## src/di_routing_regs.svh

```systemverilog
`ifndef DI_ROUTING_REGS_SVH
`define DI_ROUTING_REGS_SVH
// byte offsets of the five routing words, then five checksum words
`define ROUTE_BASE_OFS 12'h000
`define CSUM_BASE_OFS 12'h020
`define ACTIVE_GROUP_OFS 12'h040
`define ROUTE_RESET 20'h0_0000
// switch positions, zero based (switch n is bit n-1)
`define SW_CLR_IND 0
`define SW_CLR_IND_UNLATCH 1
`define SW_CLR_ALL 2
`define SW_GROUP_SEL 3
`define SW_TIME_SYNC 4
`define SW_EXT_TRIP 5
`define SW_BF_START 6
`define SW_LOCKOUT_SET 7
`define SW_EXT_ARC 8
`define SW_LOCKOUT_RESET 9
`define SW_BLOCK_BASE 10
`define SW_AR_INHIBIT 15
`define SW_RECLOSE_INHIBIT 16
`define SW_BRK_OPEN 17
`define SW_BRK_CLOSED 18
`define SW_AR_INITIATE 19
`endif

```

## src/di_routing_pkg.sv

```systemverilog
package di_routing_pkg;
    typedef logic [19:0] route_t;
    typedef struct packed {
        logic clear_indications;
        logic unlatch_outputs;
        logic clear_memorized;
        logic group_two_active;
        logic time_sync;
        logic external_trip;
        logic breaker_failure_start;
        logic lockout_trigger;
        logic external_arc;
        logic lockout_reset;
        logic [4:0] stage_block;
        logic auto_reclose_inhibit;
        logic reclose_inhibit;
        logic breaker_open;
        logic breaker_closed;
        logic auto_reclose_initiate;
    } func_s;
endpackage

```

## src/digital_input_routing_matrix.sv

```systemverilog
// Implementation choices: the register offsets and the AXI4-Lite register port.
`include "di_routing_regs.svh"
module digital_input_routing_matrix
    import di_routing_pkg::*;
#(
    parameter int N_INPUTS = 5
) (
    input wire logic I_CLK,
    input wire logic I_RST,
    input wire logic [N_INPUTS-1:0] I_LOGIC_INPUT,
    input wire logic [11:0] S_AXI_AWADDR,
    input wire logic S_AXI_AWVALID,
    output logic S_AXI_AWREADY,
    input wire logic [31:0] S_AXI_WDATA,
    input wire logic [3:0] S_AXI_WSTRB,
    input wire logic S_AXI_WVALID,
    output logic S_AXI_WREADY,
    output logic [1:0] S_AXI_BRESP,
    output logic S_AXI_BVALID,
    input wire logic S_AXI_BREADY,
    input wire logic [11:0] S_AXI_ARADDR,
    input wire logic S_AXI_ARVALID,
    output logic S_AXI_ARREADY,
    output logic [31:0] S_AXI_RDATA,
    output logic [1:0] S_AXI_RRESP,
    output logic S_AXI_RVALID,
    input wire logic S_AXI_RREADY,
    output func_s O_FUNC
);
    // ************************************************************
    // register storage
    // ************************************************************
    route_t route_q [N_INPUTS];
    logic [11:0] awaddr_q;
    logic aw_full_q;
    logic [31:0] wdata_q;
    logic [3:0] wstrb_q;
    logic w_full_q;
    logic bvalid_q;
    logic rvalid_q;
    logic [31:0] rdata_q;
    logic rerr_q;
    logic berr_q;
    logic [N_INPUTS-1:0] in_q;
    logic do_write;
    logic [2:0] widx;
    logic wsel_route;

    assign S_AXI_AWREADY = !aw_full_q && !bvalid_q;
    assign S_AXI_WREADY = !w_full_q && !bvalid_q;
    assign S_AXI_BVALID = bvalid_q;
    assign S_AXI_BRESP = berr_q ? 2'b10 : 2'b00;
    assign S_AXI_ARREADY = !rvalid_q;
    assign S_AXI_RVALID = rvalid_q;
    assign S_AXI_RDATA = rdata_q;
    assign S_AXI_RRESP = rerr_q ? 2'b10 : 2'b00;

    // ************************************************************
    // write channel
    // ************************************************************
    // address and data are taken in either order; the write lands once both are held
    always_ff @(posedge I_CLK) begin
        if (I_RST) begin
            aw_full_q <= 1'b0;
            awaddr_q <= 12'h000;
        end else if (S_AXI_AWVALID && S_AXI_AWREADY) begin
            aw_full_q <= 1'b1;
            awaddr_q <= S_AXI_AWADDR;
        end else if (do_write) begin
            aw_full_q <= 1'b0;
        end
    end

    always_ff @(posedge I_CLK) begin
        if (I_RST) begin
            w_full_q <= 1'b0;
            wdata_q <= 32'h0000_0000;
            wstrb_q <= 4'h0;
        end else if (S_AXI_WVALID && S_AXI_WREADY) begin
            w_full_q <= 1'b1;
            wdata_q <= S_AXI_WDATA;
            wstrb_q <= S_AXI_WSTRB;
        end else if (do_write) begin
            w_full_q <= 1'b0;
        end
    end

    assign do_write = aw_full_q && w_full_q;
    assign widx = awaddr_q[4:2];
    assign wsel_route = (awaddr_q[11:5] == 7'h00) && (widx < 3'(N_INPUTS))
        && (awaddr_q[1:0] == 2'b00);

    always_ff @(posedge I_CLK) begin
        if (I_RST) begin
            bvalid_q <= 1'b0;
            berr_q <= 1'b0;
        end else if (do_write) begin
            bvalid_q <= 1'b1;
            berr_q <= !wsel_route;
        end else if (S_AXI_BREADY) begin
            bvalid_q <= 1'b0;
        end
    end

    // ************************************************************
    // routing words, one per input
    // ************************************************************
    genvar g;
    generate
        for (g = 0; g < N_INPUTS; g++) begin : gen_route
            // routing word g serves input g
            always_ff @(posedge I_CLK) begin
                if (I_RST) begin
                    route_q[g] <= `ROUTE_RESET;
                end else if (do_write && wsel_route && (widx == 3'(g))) begin
                    if (wstrb_q[0]) route_q[g][7:0] <= wdata_q[7:0];
                    if (wstrb_q[1]) route_q[g][15:8] <= wdata_q[15:8];
                    if (wstrb_q[2]) route_q[g][19:16] <= wdata_q[19:16];
                end
            end
        end
    endgenerate

    // ************************************************************
    // checksums
    // ************************************************************
    // switch n weighs 2^(n-1), so the sum of set weights is the word itself
    function automatic logic [31:0] checksum(input route_t sw);
        logic [31:0] acc;
        acc = 32'h0000_0000;
        for (int b = 0; b < 20; b++) begin
            if (sw[b]) acc = acc + (32'h0000_0001 << b);
        end
        return acc;
    endfunction

    // ************************************************************
    // read channel
    // ************************************************************
    always_ff @(posedge I_CLK) begin
        if (I_RST) begin
            rvalid_q <= 1'b0;
            rdata_q <= 32'h0000_0000;
            rerr_q <= 1'b0;
        end else if (S_AXI_ARVALID && S_AXI_ARREADY) begin
            rvalid_q <= 1'b1;
            rerr_q <= 1'b0;
            rdata_q <= 32'h0000_0000;
            if (S_AXI_ARADDR[1:0] != 2'b00) begin
                rerr_q <= 1'b1;
            end else if (S_AXI_ARADDR[11:5] == 7'h00 && S_AXI_ARADDR[4:2] < 3'(N_INPUTS)) begin
                rdata_q <= {12'h000, route_q[S_AXI_ARADDR[4:2]]};
            end else if (S_AXI_ARADDR[11:5] == 7'h01 && S_AXI_ARADDR[4:2] < 3'(N_INPUTS)) begin
                rdata_q <= checksum(route_q[S_AXI_ARADDR[4:2]]);
            end else if (S_AXI_ARADDR == `ACTIVE_GROUP_OFS) begin
                rdata_q <= {31'h0000_0000, O_FUNC.group_two_active};
            end else begin
                rerr_q <= 1'b1;
            end
        end else if (S_AXI_RREADY) begin
            rvalid_q <= 1'b0;
        end
    end

    // ************************************************************
    // routing matrix
    // ************************************************************
    // one register stage on the inputs, and a second on the function outputs (func_q), keep the function outputs glitch free
    always_ff @(posedge I_CLK) begin
        if (I_RST) begin
            in_q <= '0;
        end else begin
            in_q <= I_LOGIC_INPUT;
        end
    end

    function automatic logic any_on(input int sw);
        logic r;
        r = 1'b0;
        for (int k = 0; k < N_INPUTS; k++) begin
            r = r | (route_q[k][sw] & in_q[k]);
        end
        return r;
    endfunction

    func_s func_d;
    always_comb begin
        func_d = '0;
        // clears nest: switch 1 indications, 2 adds unlatch, 3 adds memory
        func_d.clear_indications = any_on(`SW_CLR_IND) | any_on(`SW_CLR_IND_UNLATCH)
            | any_on(`SW_CLR_ALL);
        func_d.unlatch_outputs = any_on(`SW_CLR_IND_UNLATCH) | any_on(`SW_CLR_ALL);
        func_d.clear_memorized = any_on(`SW_CLR_ALL);
        // with switch 4 clear the input has no say; default group one
        func_d.group_two_active = any_on(`SW_GROUP_SEL);
        func_d.time_sync = any_on(`SW_TIME_SYNC);
        func_d.external_trip = any_on(`SW_EXT_TRIP);
        func_d.breaker_failure_start = any_on(`SW_BF_START);
        func_d.lockout_trigger = any_on(`SW_LOCKOUT_SET);
        func_d.external_arc = any_on(`SW_EXT_ARC);
        func_d.lockout_reset = any_on(`SW_LOCKOUT_RESET);
        for (int s = 0; s < 5; s++) begin
            func_d.stage_block[s] = any_on(`SW_BLOCK_BASE + s);
        end
        func_d.auto_reclose_inhibit = any_on(`SW_AR_INHIBIT);
        func_d.reclose_inhibit = any_on(`SW_RECLOSE_INHIBIT);
        func_d.breaker_open = any_on(`SW_BRK_OPEN);
        func_d.breaker_closed = any_on(`SW_BRK_CLOSED);
        func_d.auto_reclose_initiate = any_on(`SW_AR_INITIATE);
    end

    func_s func_q;
    always_ff @(posedge I_CLK) begin
        if (I_RST) begin
            func_q <= '0;
        end else begin
            func_q <= func_d;
        end
    end
    assign O_FUNC = func_q;
endmodule

```

## config.mk

```make
export PLATFORM = sky130hd
export DESIGN_NAME = digital_input_routing_matrix
export DESIGN_NICKNAME = d
export VERILOG_FILES = /design/src/di_routing_pkg.sv /design/src/digital_input_routing_matrix.sv
export VERILOG_INCLUDE_DIRS = /design/src
export SDC_FILE = /design/constraint.sdc
export NUM_CORES = 1
export LEC_CHECK = 0
export BUFFER_PORTS_ARGS = -buffer_cell sky130_fd_sc_hd__buf_2
export CAP_MARGIN = 10
export CELL_PAD_IN_SITES_DETAIL_PLACEMENT = 1
export CELL_PAD_IN_SITES_GLOBAL_PLACEMENT = 1
export CORE_MARGIN = 1
export CORE_UTILIZATION = 40
export DETAILED_ROUTE_END_ITERATION = 10
export PLACE_DENSITY = 0.8
export SLEW_MARGIN = 0
export SYNTH_ARGS = -nofsm -noshare
export SYNTH_HDL_FRONTEND = slang
export SYNTH_SLANG_ARGS = --single-unit
```

## constraint.sdc

```tcl
create_clock -name I_CLK -period 1.6 [get_ports I_CLK]
set_input_delay 0.32 -clock I_CLK [delete_from_list [all_inputs] [get_ports I_CLK]]
set_output_delay 0.32 -clock I_CLK [all_outputs]
set_load 0.02 [all_outputs]
```

==> impl_metrics.tcl <==
set metrics [dict create \
    core_um2 19400 \
    gp_congestion 0.8647 \
    grt_max_degree 33 \
    synth_warnings 0 \
    setup_slack_ns -0.1545 \
    synthTopCellsByArea "edfxtp_1 38%, dfxtp_1 22%, and2_1 6.5%" \
    grt_pass1_vias 6278 \
    routed_wl_um 23160 \
    cts.sink_count 186 \
    die_area_um2 20320 \
    fillers 2097 \
    timing.fmax_ghz 0.5700 \
    drt_iter0_drc 536 \
    grt_use_total 0.2311 \
    dr.pass1.iters 8 \
    cts_tree "built" \
    numPortBuffers 105 \
    preCtsSetupSlack_ns -0.1438 \
    root_buffer "clkbuf_16" \
    slowest_stage "nor4_4" \
    worstSetupPathType "flop to flop" \
    cp.arrival_ns 1.90 \
    fin_skew_ns 0.01083 \
    syn2layout_area_growth_pct 28.88 \
    fp.dieH_um 142.5 \
    avgSynthCellArea_um2 11.47 \
    nNetsFinal 909 \
    io_pins 133 \
    grt_overflow_total 0 \
    synth_top_cell_by_area "edfxtp_1" \
    synth_top_area_frac 0.3800 \
    regArea_um2 4727 \
    cts.htree.levels 4 \
    drv_cap 0 \
    die_w_um 142.5 \
    syn_area_um2 7901 \
    powerDensity_nw_per_um2 1032 \
    antenna_found_initial 0 \
    critPathRequiredTime_ns 1.75 \
    grt_pass1_wl_um 35300 \
    insertion_delay_ns 0.43 \
    cts-buffers-inserted 17 \
    start_kind "flop" \
    avgRoutedWirePerCell_um 20.77 \
    holdCritPathClass "input pin to flop" \
    synth.most_common_cell "edfxtp_1" \
    ys_ff_latch 186 \
    syn_inst 689 \
    rsz0062_at_grt "yes" \
    crit_chain "nor4_4 > nand3_4 > nor2_4 > a21o_1 > buf_12" \
    synth_common_cells "100 x edfxtp_1, 99 x nand2_1, 86 x dfxtp_1" \
    cts_hold_buffers 0 \
    cts_buffer_depth 2 \
    drive_above_1_share 0.3824 \
    leakagePower_nw 4.003 \
    multi_input_comb_area_um2 3323 \
    timing.final.hold_violations 0 \
    async_reset_ff_frac 0 \
    cpPeakStageDelay_ns 0.35 \
    viasPerCell 5.419 \
    antenna_cells 0 \
    synth_edf_count 100 \
    status "finished, violations left" \
    violations "setup timing" \
    ys_seq_area_frac 0.5979 \
    initial_core_util 0.4073 \
    cp_max_fo 8 \
    slew_violations 0 \
    finalCritPeriodShare 1.097 \
    routed-via-count 6042 \
    ys_types 44 \
    timing.hold.ws_ns 0.1126 \
    ys.flop_type "edfxtp_1" \
    drcViolationCount 0 \
    hpwl_um 16200 \
    clk_pin_slew_ns 0.07 \
    irDropWorstVdd_v 0.0007641 \
    ant_nets 0 \
    setup_violations 195 \
    finalCriticalPeriod_ns 1.754 \
    std_cell_rows 51 \
    worstSetupEndpointType "flop" \
]
[metal layers]
metal / wire, µm / up-vias / global-route usage
met3: 1602 / 28 / 0.05081
li1: - / 2756 / -
met4: 320 / 0 / 0.07244
met5: 0 / - / 0
met1: 10100 / 2998 / 0.3094
met2: 11140 / 260 / 0.3731
[placed cells by master (no fill, tap or decap), types with 3 or more instances in the layout]
master / instances
nor2_2: 17
o21ai_1: 15
nor2b_1: 7
nand2b_1: 7
a21o_1: 13
buf_12: 14
mux4_2: 19
buf_4: 36
buf_2: 105
a22oi_1: 19
and2_1: 29
a222oi_1: 20
buf_6: 14
o21ai_0: 6
conb_1: 14
nor3_1: 5
clkbuf_16: 19
a21oi_1: 59
edfxtp_1: 100
clkinv_2: 3
nand2_1: 99
and2_4: 53
nor2_1: 5
dfxtp_1: 84
nor2_4: 20
or2_4: 6
clkbuf_1: 4
mux2i_1: 21
[sequential cells by signal, indices dropped and copies added (netlist names)]
signal and flops:
rerr_q 1, awaddr_q 12, O_FUNC 20, S_AXI_BVALID 1, aw_full_q 1, in_q 5, S_AXI_RVALID 1, route_q 100
berr_q 1, wdata_q 20, S_AXI_RDATA 20, w_full_q 1, wstrb_q 3
[through the flow]
| stage | cells | util | total power, W | area (µm²) | TNS (ns) |
|---|---|---|---|---|---|
| after global routing | 1115 | 0.5250 | 0.01080 | 10180 | -29.51 |
| final | 1115 | 0.5250 | 0.01050 | 10180 | -10.30 |
| after CTS | 1111 | 0.5090 | 0.01047 | 9874 | -14.25 |
| after detailed placement | 1079 | 0.4722 | 0.006495 | 9160 | -13.82 |
| after global placement | 1079 | 0.4722 | 0.006442 | 9160 | -7.467 |
| after floorplan | 702 | - | 0.006030 | 7958 | -0.002625 |
[logic make-up after synthesis]
kind of cell           share of synthesized area
muxes                                    0.08076
AOI/OAI and AO/OA                         0.1123
buffers and inverters                    0.03642
other                                  0.0004746
and+or+nand+nor                           0.1721
DFF                                       0.5979
[area by class of cell]
class	count	share of cell area
sequential	186	0.4642
multi-input combinational	461	0.3263
timing repair buffer	169	0.1211
clock buffer	24	0.04951
tap	265	0.03256
clock inverter	8	0.005529
inverter	2	0.0007372
[where the power goes]
group	switching, W	internal [W]	leakage (nW)
Clock	0.00181	0.00223	0.280
Sequential	0.000187	0.00522	1.74
Combinational	0.000608	0.000459	1.99
Total	0.00260	0.00790	4.00
[path summary, 6_finish.rpt]
check | startpoint | endpoint | slack [ns] | depth (start not counted)
hold reg to reg | S_AXI_RDATA[9] | S_AXI_RDATA[9] | 0.45 | 2
setup / recovery | awaddr_q[6] | route_q[1][3] | -0.15 | 5
hold / removal | I_LOGIC_INPUT[3] | in_q[3] | 0.11 | 2
setup reg to reg | awaddr_q[6] | route_q[1][3] | -0.15 | 5
[worst max-delay path: cells and delay by family, from the launching register on]
kind / cells / cell delay, ns
DFF: 1 / 0.33
and+or+nand+nor: 3 / 0.77
buffers and inverters: 1 / 0.15
AOI/OAI and AO/OA: 1 / 0.21
[timing repair]
action / in CTS / in global routing
resized for setup: 51 / 90
pin swaps: 32 / 12
endpoints found under the setup margin: 168 / 217
hold endpoints to repair: 0 / 0
setup buffers: 0 / 4
(Power assumes the default switching activity.)
